$ cat src/spi_ctrl_pkg.sv
// Behaviour
// - miso is input as master, output as selected slave, released when deselected
// - both data lines shift most significant bit first
// - one transfer swaps exactly one byte over eight serial clocks
// - master drives sck out, slave takes sck in
// - master puts each bit on mosi half a period before its sampling edge, except the phase 1 first bit, which goes out a whole period before
// - master rate bits divide bus clock by 2, 4, 16, 32; ignored as slave
// - phase 0 slave shift clock is select or sck; phase 1 select may stay low
// - phase 0 slave starts at select fall; first sck edge samples first bit
// - received byte replaces sent byte in shift register; one done flag
// - data writes during a transfer are dropped and set write collision
// - master sck idles until data write, gives eight clocks, idles again
// - polarity 0 idles sck low, polarity 1 idles sck high
// - slave copies each received byte to read buffer except an overrun byte; write waits for master clocks
// - control bits: irq enable, system enable, role select (1 is master)
// - done flag sets at byte end; irq while done and irq enable
// - done clears on status read then data access; writes blocked until that read
// - collision window: phase 0 select low span, phase 1 first edge to done
// - write collision clears on status read then data access
// - mode fault sets as master with select low; clears enable and role, irq
// - mode fault clears on status read then control write
// - status bits 5 and 3..0 read zero
// - byte completing while done still set is an overrun and is dropped
// - done flag sets in master and slave alike
package spi_ctrl_pkg;

	// ----------------------------------------
	// register map
	// ----------------------------------------
	localparam logic [1:0] ADDR_CONTROL = 2'h0;
	localparam logic [1:0] ADDR_STATUS = 2'h1;
	localparam logic [1:0] ADDR_DATA = 2'h2;

	localparam int CTRL_IRQ_ENABLE = 7;
	localparam int CTRL_SYSTEM_ENABLE = 6;
	localparam int CTRL_ROLE_SELECT = 4;
	localparam int CTRL_CPOL = 3;
	localparam int CTRL_CPHA = 2;
	localparam int CTRL_RATE_HI = 1;
	localparam int CTRL_RATE_LO = 0;
	localparam logic [7:0] CONTROL_RESET = 8'h00;

	localparam int STAT_DONE = 7;
	localparam int STAT_WRITE_COLLISION_FLAG = 6;
	localparam int STAT_MODE_FAULT_FLAG = 4;

	// ----------------------------------------
	// timing counts (half sck period minus one, in bus clocks)
	// ----------------------------------------
	localparam logic [1:0] RATE_DIV2 = 2'h0;
	localparam logic [1:0] RATE_DIV4 = 2'h1;
	localparam logic [1:0] RATE_DIV16 = 2'h2;
	localparam logic [1:0] RATE_DIV32 = 2'h3;
	localparam logic [3:0] HALF_TC_DIV2 = 4'h0;
	localparam logic [3:0] HALF_TC_DIV4 = 4'h1;
	localparam logic [3:0] HALF_TC_DIV16 = 4'h7;
	localparam logic [3:0] HALF_TC_DIV32 = 4'hf;
	localparam logic [2:0] LAST_BIT = 3'h7;
	localparam logic [4:0] LAST_TOGGLE = 5'h0f;

	// ----------------------------------------
	// types
	// ----------------------------------------
	typedef enum logic [1:0] {
		MST_IDLE = 2'b01,
		MST_RUN = 2'b10
	} master_state_type;

	typedef struct packed {
		logic irq_enable;
		logic system_enable;
		logic role_select;
		logic cpol;
		logic cpha;
		logic [1:0] rate;
		logic done;
		logic write_collision_flag;
		logic mode_fault_flag;
		logic arm_done;
		logic arm_write_collision_flag;
		logic arm_mode_fault_flag;
		logic [7:0] shift;
		logic [7:0] rbuf;
		logic [7:0] rdata;
		logic in_bit;
		logic out_bit;
		logic [2:0] bit_cnt;
		master_state_type mst;
		logic [3:0] div;
		logic [4:0] tog;
		logic k;
		logic k_prev;
		logic slave_active;
		logic overrun;
	} state_type;

endpackage

$ cat src/spi_ctrl.sv
// Implementation choices: the address map and the address-and-strobe port.
`timescale 1ns/1ps
module spi_ctrl
	import spi_ctrl_pkg::*;
(
	input wire logic i_clk,
	input wire logic i_rst,
	input wire logic [1:0] i_addr,
	input wire logic [7:0] i_wdata,
	input wire logic i_wr,
	input wire logic i_rd,
	output logic [7:0] o_rdata,
	output logic o_irq,
	output logic o_overrun,
	input wire logic i_sck,
	output logic o_sck,
	output logic o_sck_oe,
	input wire logic i_mosi,
	output logic o_mosi,
	output logic o_mosi_oe,
	input wire logic i_miso,
	output logic o_miso,
	output logic o_miso_oe,
	input wire logic i_ss_n
);

	state_type s;
	state_type next_s;

	// ----------------------------------------
	// decode and role
	// ----------------------------------------
	logic ctrl_wr;
	logic stat_rd;
	logic data_wr;
	logic data_acc;
	logic master;
	logic slave;
	logic [3:0] half_tc;
	logic tick;
	logic slave_k;
	logic lead;
	logic trail;
	logic sample_edge;
	logic shift_edge;
	logic din;
	logic busy;
	logic blocked;
	logic start;
	logic complete;
	logic clear_done;
	logic clear_write_collision_flag;
	logic clear_mode_fault_flag;
	logic mode_fault_flag_event;
	logic [7:0] rx_byte;
	logic [7:0] status_val;

	assign ctrl_wr = i_wr && (i_addr == ADDR_CONTROL);
	assign stat_rd = i_rd && (i_addr == ADDR_STATUS);
	assign data_wr = i_wr && (i_addr == ADDR_DATA);
	assign data_acc = (i_wr || i_rd) && (i_addr == ADDR_DATA);
	assign master = s.system_enable & s.role_select;
	assign slave = s.system_enable & ~s.role_select;

	always_comb begin
		case (s.rate)
			RATE_DIV2: half_tc = HALF_TC_DIV2;
			RATE_DIV4: half_tc = HALF_TC_DIV4;
			RATE_DIV16: half_tc = HALF_TC_DIV16;
			RATE_DIV32: half_tc = HALF_TC_DIV32;
			default: half_tc = HALF_TC_DIV2;
		endcase
	end

	// ----------------------------------------
	// serial clock edges
	// ----------------------------------------
	// polarity folded out so edge logic sees an idle-low clock
	assign tick = (s.mst == MST_RUN) && (s.div == half_tc);
	// phase 0: select ored in, so a deselected slave never sees edges
	assign slave_k = (i_sck ^ s.cpol) | (~s.cpha & i_ss_n);
	// select rising would look like an edge; gate it out
	assign lead = master ? (tick & ~s.k) : (slave & ~i_ss_n & slave_k & ~s.k_prev);
	assign trail = master ? (tick & s.k) : (slave & ~i_ss_n & ~slave_k & s.k_prev);
	assign sample_edge = s.cpha ? trail : lead;
	assign shift_edge = s.cpha ? lead : trail;
	assign din = s.role_select ? i_miso : i_mosi;
	assign rx_byte = {s.shift[6:0], din};
	assign complete = sample_edge && (s.bit_cnt == LAST_BIT);

	// ----------------------------------------
	// transfer window and flag handshakes
	// ----------------------------------------
	always_comb begin
		if (master) begin
			busy = (s.mst == MST_RUN);
		end else if (slave) begin
			busy = s.cpha ? s.slave_active : ~i_ss_n;
		end else begin
			busy = 1'b0;
		end
	end

	assign blocked = s.done && !s.arm_done;
	assign start = data_wr && !busy && !blocked && master && (s.mst == MST_IDLE);
	assign clear_done = data_acc && s.arm_done;
	assign clear_write_collision_flag = data_acc && s.arm_write_collision_flag;
	assign clear_mode_fault_flag = ctrl_wr && s.arm_mode_fault_flag;
	assign mode_fault_flag_event = master && !i_ss_n;

	always_comb begin
		status_val = 8'h00;
		status_val[STAT_DONE] = s.done;
		status_val[STAT_WRITE_COLLISION_FLAG] = s.write_collision_flag;
		status_val[STAT_MODE_FAULT_FLAG] = s.mode_fault_flag;
	end

	// ----------------------------------------
	// next state
	// ----------------------------------------
	always_comb begin
		next_s = s;
		next_s.overrun = 1'b0;
		next_s.k_prev = slave_k;

		// slave: a dropped select abandons any partial byte
		if (slave && i_ss_n) begin
			next_s.bit_cnt = 3'h0;
			next_s.slave_active = 1'b0;
		end
		if (slave && s.cpha && shift_edge) begin
			next_s.slave_active = 1'b1;
		end

		// shift engine shared by both roles
		if (sample_edge) begin
			next_s.in_bit = din;
			next_s.bit_cnt = s.bit_cnt + 3'h1;
		end
		if (shift_edge && (s.bit_cnt != 3'h0)) begin
			next_s.shift = {s.shift[6:0], s.in_bit};
		end
		if (complete) begin
			next_s.shift = rx_byte;
			next_s.slave_active = 1'b0;
			if (s.done && !clear_done) begin
				next_s.overrun = 1'b1;
			end else begin
				next_s.rbuf = rx_byte;
			end
		end

		// master clock sequencer
		case (s.mst)
			MST_IDLE: begin
				next_s.div = 4'h0;
				next_s.tog = 5'h00;
				next_s.k = 1'b0;
				if (master) begin
					next_s.bit_cnt = 3'h0;
				end
				if (start) begin
					next_s.mst = MST_RUN;
				end
			end
			MST_RUN: begin
				if (!master) begin
					next_s.mst = MST_IDLE;
				end else if (tick) begin
					next_s.div = 4'h0;
					next_s.k = ~s.k;
					next_s.tog = s.tog + 5'h01;
					if (s.tog == LAST_TOGGLE) begin
						next_s.mst = MST_IDLE;
					end
				end else begin
					next_s.div = s.div + 4'h1;
				end
			end
			default: next_s.mst = MST_IDLE;
		endcase

		// data writes: no write buffer, so a busy shifter drops it
		if (data_wr) begin
			if (busy) begin
				next_s.write_collision_flag = 1'b1;
			end else if (!blocked) begin
				next_s.shift = i_wdata;
				next_s.bit_cnt = 3'h0;
			end
		end

		// data line holds across a sampling edge, since the far side latches right there
		if (!sample_edge) begin
			next_s.out_bit = next_s.shift[7];
		end

		// flags: arm on a status read that sees them, set wins over clear
		if (stat_rd) begin
			next_s.arm_done = s.done;
			next_s.arm_write_collision_flag = s.write_collision_flag;
			next_s.arm_mode_fault_flag = s.mode_fault_flag;
		end
		if (clear_done) begin
			next_s.done = 1'b0;
			next_s.arm_done = 1'b0;
		end
		if (complete) begin
			next_s.done = 1'b1;
		end
		if (clear_write_collision_flag) begin
			next_s.write_collision_flag = 1'b0;
			next_s.arm_write_collision_flag = 1'b0;
		end
		if (data_wr && busy) begin
			next_s.write_collision_flag = 1'b1;
		end

		// control register
		if (ctrl_wr) begin
			next_s.irq_enable = i_wdata[CTRL_IRQ_ENABLE];
			next_s.system_enable = i_wdata[CTRL_SYSTEM_ENABLE];
			next_s.role_select = i_wdata[CTRL_ROLE_SELECT];
			next_s.cpol = i_wdata[CTRL_CPOL];
			next_s.cpha = i_wdata[CTRL_CPHA];
			next_s.rate = {i_wdata[CTRL_RATE_HI], i_wdata[CTRL_RATE_LO]};
		end
		if (clear_mode_fault_flag) begin
			next_s.mode_fault_flag = 1'b0;
			next_s.arm_mode_fault_flag = 1'b0;
		end
		// fault overrides the enable and role bits of any control write in the same cycle
		if (mode_fault_flag_event) begin
			next_s.mode_fault_flag = 1'b1;
			next_s.system_enable = 1'b0;
			next_s.role_select = 1'b0;
		end

		// read port: data valid only in the cycle after the strobe
		next_s.rdata = 8'h00;
		if (i_rd) begin
			case (i_addr)
				ADDR_CONTROL: next_s.rdata = {s.irq_enable, s.system_enable, 1'b0, s.role_select,
					s.cpol, s.cpha, s.rate};
				ADDR_STATUS: next_s.rdata = status_val;
				ADDR_DATA: next_s.rdata = s.rbuf;
				default: next_s.rdata = 8'h00;
			endcase
		end
	end

	always_ff @(posedge i_clk or posedge i_rst) begin
		if (i_rst) begin
			s <= '0;
			s.irq_enable <= CONTROL_RESET[CTRL_IRQ_ENABLE];
			s.system_enable <= CONTROL_RESET[CTRL_SYSTEM_ENABLE];
			s.role_select <= CONTROL_RESET[CTRL_ROLE_SELECT];
			s.cpol <= CONTROL_RESET[CTRL_CPOL];
			s.cpha <= CONTROL_RESET[CTRL_CPHA];
			s.rate <= CONTROL_RESET[1:0];
			s.mst <= MST_IDLE;
		end else begin
			s <= next_s;
		end
	end

	// ----------------------------------------
	// pins and outputs
	// ----------------------------------------
	assign o_sck = s.k ^ s.cpol;
	assign o_sck_oe = master;
	assign o_mosi = s.out_bit;
	assign o_mosi_oe = master;
	assign o_miso = s.out_bit;
	assign o_miso_oe = slave & ~i_ss_n;
	assign o_irq = s.irq_enable & (s.done | s.mode_fault_flag);
	assign o_overrun = s.overrun;
	assign o_rdata = s.rdata;
endmodule

$ cat config.mk
export PLATFORM = sky130hd
export DESIGN_NAME = spi_ctrl
export DESIGN_NICKNAME = d
export VERILOG_FILES = /design/src/spi_ctrl_pkg.sv /design/src/spi_ctrl.sv
export SDC_FILE = /design/constraint.sdc
export NUM_CORES = 1
export LEC_CHECK = 0
export BUFFER_PORTS_ARGS = -buffer_cell sky130_fd_sc_hd__buf_2
export CORE_ASPECT_RATIO = 1.4
export CORE_MARGIN = 5
export CORE_UTILIZATION = 51
export DETAILED_ROUTE_END_ITERATION = 6
export PLACE_DENSITY_LB_ADDON = 0.25
export SLEW_MARGIN = 15
export SYNTH_ARGS = -nofsm -noshare
export SYNTH_HDL_FRONTEND = slang
export SYNTH_SLANG_ARGS = --single-unit
$ cat constraint.sdc
create_clock -name i_clk -period 3.6 [get_ports i_clk]
set_input_delay 0.72 -clock i_clk [delete_from_list [all_inputs] [get_ports i_clk]]
set_output_delay 0.72 -clock i_clk [all_outputs]
set_load 0.02 [all_outputs]
# Word-level counts from Yosys, hierarchy flattened
# Index checks and enable logic that the tools add are counted.
[word_totals]
regBits = 57
latchBits = 0
ram_bits = 0
romBits = 0
input_bits = 18
mem_count = 0
[op_classes]
add_sub_neg = 3
multipliers = 0
n_div = 0
order_cmp = 0
n_eq_ne = 15
shift = 0
mux = 51
bitwise = 22
n_reduce_logical = 45
[ops]
columns = ["op", "count"]
rows = [
  ["$mux 8", 6],
  ["$mux 3", 8],
  ["$pmux 8 s3", 1],
  ["$mux 1", 22],
  ["$logic_and 1x1->1", 21],
  ["$pmux 10 s2", 1],
  ["$mux 16", 1],
  ["$pmux 4 s4", 1],
  ["$reduce_bool 2->1", 7],
  ["$mux 2", 6],
  ["$mux 6", 2],
  ["$reduce_bool 3->1", 4],
  ["$and 1x1->1", 11],
  ["$mux 10", 1],
  ["$eq 2x2->1 const B", 4],
  ["$not 1->1", 7],
  ["$eq 2x1->1 const B", 3],
  ["$ne 2x2->1 const B", 3],
  ["$reduce_and 2->1", 3],
  ["$reduce_and 3->1", 2],
  ["$add 5x1->5 const B", 1],
  ["$eq 5x4->1 const B", 1],
  ["$logic_not 1->1", 5],
  ["$add 4x1->4 const B", 1],
  ["other kinds (11)", 14],
]

# Longest topological paths before layout
[depth]
ltp_word = 14
ltp_mapped = 9

# Worst setup path before layout
# No wires, ideal clock.
[synth_path]
path_type = "input-to-reg"
start = "in i_ss_n"
end = "reg s[28] (netlist name)"
setup_time_ns = 0.125
arrival_ns = 2.297
path_slack_ns = 1.178
cell_stages = 6
cell_sequence = "nor3b_2 -> nor3b_1 -> nor2_1 -> a32oi_2 -> nand3_4 -> mux2_2"
[synth_between]
elab_chain_cells = 9
word_cells_on_any_way = 14
classes_between = "3 x mux; 9 x bitwise; 2 x reduce/logical"
[synth_lines]
columns = ["item", "line_no", "text"]
rows = [
  ["start: declaration", "spi_ctrl.sv:24", "input wire logic i_ss_n"],
  ["$and 1x1->1", "spi_ctrl.sv:81", "assign slave_k = (i_sck ^ s.cpol) | (~s.cpha & i_ss_n);"],
  ["$or 1x1->1", "spi_ctrl.sv:81", ""],
  ["$not 1->1", "spi_ctrl.sv:84", "assign trail = master ? (tick & s.k) : (slave & ~i_ss_n & ~slave_k & s.k_prev);"],
  ["$and 1x1->1 (2 in series)", "spi_ctrl.sv:84", ""],
  ["$mux 1", "spi_ctrl.sv:84", ""],
  ["$mux 1 (*)", "spi_ctrl.sv:85", "assign sample_edge = s.cpha ? trail : lead;"],
  ["$logic_and 1x1->1 (*)", "spi_ctrl.sv:89", "assign complete = sample_edge && (s.bit_cnt == LAST_BIT);"],
  ["$reduce_and 2->1 (no line) (*)", "-", ""],
  ["end signal: assignment", "spi_ctrl.sv:263", "s <= next_s;"],
  ["end: declaration", "spi_ctrl.sv:27", "state_type s;"],
]
# Every way passes the cells marked *; elsewhere a longest branch is shown, timed or not.
# A chain may end at the register's enable or synchronous reset.

# Final worst setup path
[layout_path]
start = "reg s[51] (netlist name)"
end = "reg s[31] (netlist name)"
[layout_between]
elab_chain_cells = 9
word_cells_on_any_way = 14
classes_between = "4 x eq/ne; 4 x mux; 2 x bitwise; 4 x reduce/logical"
[layout_lines]
columns = ["item", "line_no", "text"]
rows = [
  ["$eq 2x2->1, or another cell as far along", "spi_ctrl.sv:66", "case (s.rate)"],
  ["$pmux 4 s4 (*)", "spi_ctrl.sv:66", ""],
  ["$eq 4x4->1 (*)", "spi_ctrl.sv:79", "assign tick = (s.mst == MST_RUN) && (s.div == half_tc);"],
  ["$logic_and 1x1->1 (*)", "spi_ctrl.sv:79", ""],
  ["$and 1x1->1, on equally long branches", "spi_ctrl.sv:83, spi_ctrl.sv:84", ""],
  ["$mux 1, on equally long branches", "spi_ctrl.sv:83, spi_ctrl.sv:84", ""],
  ["$mux 1 (*)", "spi_ctrl.sv:85", ""],
  ["$logic_and 1x1->1 (*)", "spi_ctrl.sv:89", ""],
  ["$reduce_and 2->1 (no line) (*)", "-", ""],
]
# Marks and branches as above.

==> results.yml <==
run_status:
  outcome: "complete, no violations"
global_routing:
  grt.total_usage_pct: 18.69
  antenna_violations_before_repair: 0
  grt_pass1_wl_um: 10520
  overflow: 0
  maximum_number_of_pins_on_one_net_before_global_route_repair: 41
  number_of_global_route_vias_before_repair: 2160
clock_tree:
  cts_hold_repair.buffers: 0
  clk_latency_worst_skew_pair_ps: 340
  cts_inserted_buffers: 9
  clock_sinks: 57
  h-tree-depth: 3
  clock_transition_at_the_registers_of_the_reported_paths_ps: 70
  postCtsResizedCells: 0
  ctsLongestPathBuffers: 2
  tritoncts: "yes"
  post-cts-setup-buffer-count: 0
  clk_root_buffer_cell: "sky130_fd_sc_hd__clkbuf_8"
detailed_routing:
  met3RoutedLength_um: 257
  avgRoutedWirePerCell_um: 16.08
  dr.first_iter.drc_count: 161
  vias_per_cell: 5.652
  drtAntennaViolNets: 0
  drt_drc_violations_left: 0
  met1_length_um: 2727
  routed.top_layer: "met4"
  dr_total_vias: 2255
  drtPass1Iterations: 4
  finalWirelength_um: 6416
  met2RoutedLength_um: 3284
synthesis:
  yosys.area.top_type: "sky130_fd_sc_hd__dfrtp_1"
  synthMostInstantiatedCell: "sky130_fd_sc_hd__dfrtp_1"
  synth_sequential_area_ratio_pct: 47.34
  yosysUniqueCellTypes: 54
  async_flop_share_pct: 100.0
  netlist.area_leader.share_pct: 46.47
  postSynthCellCount: 302
  avgSynthCellArea_um2: 9.985
  ys_top_cells_by_area: "sky130_fd_sc_hd__dfrtp_1 46%, sky130_fd_sc_hd__mux2_2 6.0%, sky130_fd_sc_hd__mux2i_1 5.3%"
  synthesis.area_mm2: 0.003015
  number_of_flops_mapped_to_enable_cells_by_yosys: 0
  number_of_warnings_printed_during_yosys_synthesis: 0
  main_synth_ff_type: "sky130_fd_sc_hd__dfrtp_1"
  synth_top_cells_by_count: "56 x sky130_fd_sc_hd__dfrtp_1, 35 x sky130_fd_sc_hd__nand2_1, 24 x sky130_fd_sc_hd__nor2_1, 23 x sky130_fd_sc_hd__o21ai_0"
  synth_fp_nets: 326
  yosys_register_bits: 57
hold_path:
  hold_path_end: "s[46]$_DFFE_PP0P_"
  min_delay_path_depth: 1
  holdCritStartpoint: "s[46]$_DFFE_PP0P_"
  worst_min_path_class: "reg2reg"
finish:
  layout-area-overhead-vs-synth_pct: 11.87
  num_antenna_cells: 0
  design.final.nets: 349
  post_route_cells_drive_above_1_share_pct: 23.10
  postLayoutCoreUtil_pct: 57.94
critical_path:
  critical_path.reg2reg.endpoint: "s[31]$_DFFE_PP0P_"
  critical_path_arrival_ps: 2890
  r2r_slack_ps: 930
  worstPathMaxFanout: 13
  timing.critical_path.from_type: "register"
  critPathCaptureType: "register"
  worst-endpoint-required_ps: 3820
  worst_r2r_path_depth: 6
  worstSetupPathType: "reg2reg"
  crit-reg2reg-launch: "s[51]$_DFFE_PP0P_"
timing:
  worst_pin_slew_ps: 864.3
  finClkSkew_ps: 7.727
  max_clock_freq_mhz: 374.7
  final.period_utilization_pct: 74.13
  hold_violations: 0
  tmin_final_ps: 2669
  tns_ps: 0
  worst_slew_margin_rel_pct: 42.26
  slew_viol_final: 0
  grt_setup_unrepaired: "no"
  timing.final.setup_violations: 0
floorplan:
  fp.dieArea_mm2: 0.007572
  initial_utilization_pct: 51.79
  core_mm2: 0.005822
  fp.dieW_um: 74.99
  num_io_pins: 34
  die_height_um: 101.0
  rows: 33
pwr:
  worst_ir_drop_vdd_uv: 310.7
  p_per_area_mw_per_mm2: 604.2
  power.static_leakage_nw: 1.587
placed_design:
  place.gp.congestion: 0.7945
  port_buffers: 33
  dp_hpwl_um: 4676
flow_run:
  timing.max_cap.violations: 0
==> cell usage in the layout (no fill, tap or decap), types with 2 or more instances in the layout <==
cell type | synthesis | final
sky130_fd_sc_hd__inv_1 | 11 | 10
sky130_fd_sc_hd__a22o_1 | 2 | 2
sky130_fd_sc_hd__nor3_1 | 3 | 3
sky130_fd_sc_hd__nand3_1 | 9 | 9
sky130_fd_sc_hd__mux2i_1 | 16 | 16
sky130_fd_sc_hd__a32o_1 | 2 | 2
sky130_fd_sc_hd__nor2_1 | 24 | 24
sky130_fd_sc_hd__mux2_2 | 16 | 16
sky130_fd_sc_hd__xor2_1 | 3 | 3
sky130_fd_sc_hd__o21ai_1 | 5 | 5
sky130_fd_sc_hd__nand2_1 | 35 | 35
sky130_fd_sc_hd__a21oi_1 | 10 | 10
sky130_fd_sc_hd__a32oi_1 | 2 | 2
sky130_fd_sc_hd__ha_1 | 6 | 6
sky130_fd_sc_hd__buf_4 | 10 | 2
sky130_fd_sc_hd__bufinv_16 | 0 | 2
sky130_fd_sc_hd__dfrtp_1 | 56 | 56
sky130_fd_sc_hd__a31oi_1 | 2 | 2
sky130_fd_sc_hd__nor2b_1 | 8 | 8
sky130_fd_sc_hd__clkinvlp_4 | 0 | 2
sky130_fd_sc_hd__and2_1 | 4 | 4
sky130_fd_sc_hd__nand3b_1 | 5 | 5
sky130_fd_sc_hd__a21o_1 | 3 | 3
sky130_fd_sc_hd__nand2b_1 | 4 | 4
sky130_fd_sc_hd__o21ai_0 | 23 | 23
sky130_fd_sc_hd__and3_1 | 4 | 4
sky130_fd_sc_hd__buf_2 | 2 | 33
sky130_fd_sc_hd__clkbuf_8 | 0 | 10
==> power breakdown <==
part | internal, mW | total, mW | switching [mW]
Combinational | 0.207 | 0.482 | 0.275
Clock | 0.403 | 0.664 | 0.261
Sequential | 0.763 | 0.892 | 0.129
==> worst max path at each step <==
stage | endpoint | cells past startpoint | slack (ps) | start
finish | s[31]$_DFFE_PP0P_ | 6 | 930 | s[51]$_DFFE_PP0P_
global route | s[35]$_DFFE_PP0P_ | 6 | 760 | s[54]$_DFFE_PP0P_
CTS | s[30]$_DFFE_PP0P_ | 6 | 950 | s[51]$_DFFE_PP0P_
detailed placement | s[34]$_DFFE_PP0P_ | 7 | 730 | i_ss_n
global placement | s[31]$_DFFE_PP0P_ | 7 | 850 | i_ss_n
floorplan | s[28]$_DFFE_PP0P_ | 6 | 1180 | i_ss_n
==> worst max-delay path: stages (launching register included) <==
cell	delay, ps
sky130_fd_sc_hd__dfrtp_1	430
sky130_fd_sc_hd__or4_4	570
sky130_fd_sc_hd__a21oi_4	190
sky130_fd_sc_hd__o21ai_1	170
sky130_fd_sc_hd__a32oi_2	630
sky130_fd_sc_hd__nand3_4	240
sky130_fd_sc_hd__mux2_2	320
==> per-layer routing <==
metal,global-route usage [%],vias to the layer above
met5,0,-
met4,7.123,0
met3,4.691,14
met2,30.87,40
met1,23.05,1109
li1,-,1092
==> stage by stage <==
| stage | total power, mW | cell area, um^2 | setup slack (ps) | hold WS [ps] | instances |
|---|---|---|---|---|---|
| after CTS | 2.052 | 3373 | 950.9 | 505.7 | 399 |
| after global routing | 2.157 | 3373 | 762.4 | 527.3 | 399 |
| final | 2.038 | 3373 | 931.4 | 502.7 | 399 |
| after global placement | 1.371 | 3156 | 847.8 | 478.1 | 384 |
| after detailed placement | 1.385 | 3156 | 726.3 | 489.1 | 384 |
| after floorplan | 1.255 | 3015 | 1178 | 465.8 | 302 |
==> logic make-up after synthesis <==
| group | Yosys count | share of synthesized area, % |
|---|---|---|
| compound gates | 63 | 14.32 |
| mux | 32 | 11.29 |
| simple gates | 106 | 17.80 |
| fa+ha+maj | 6 | 2.490 |
| flops | 57 | 47.34 |
| buf+inv | 34 | 5.601 |
| xor+xnor | 4 | 1.162 |
==> flip-flops by register name, summed over array words and instances, names as in the netlist <==
register / cells
s: 40
rx_byte: 7
o_overrun: 1
o_miso: 1
o_rdata: 8
==> layout make-up <==
cell class	instances	area, um^2
clock buffer	10	137.6
clock inverter	5	80.08
fill	506	2449
inverter	11	41.29
multi-input combinational	211	1419
sequential	57	1428
tap	70	87.58
timing repair buffer	35	180.2
Power figures use the tool's default switching activity.
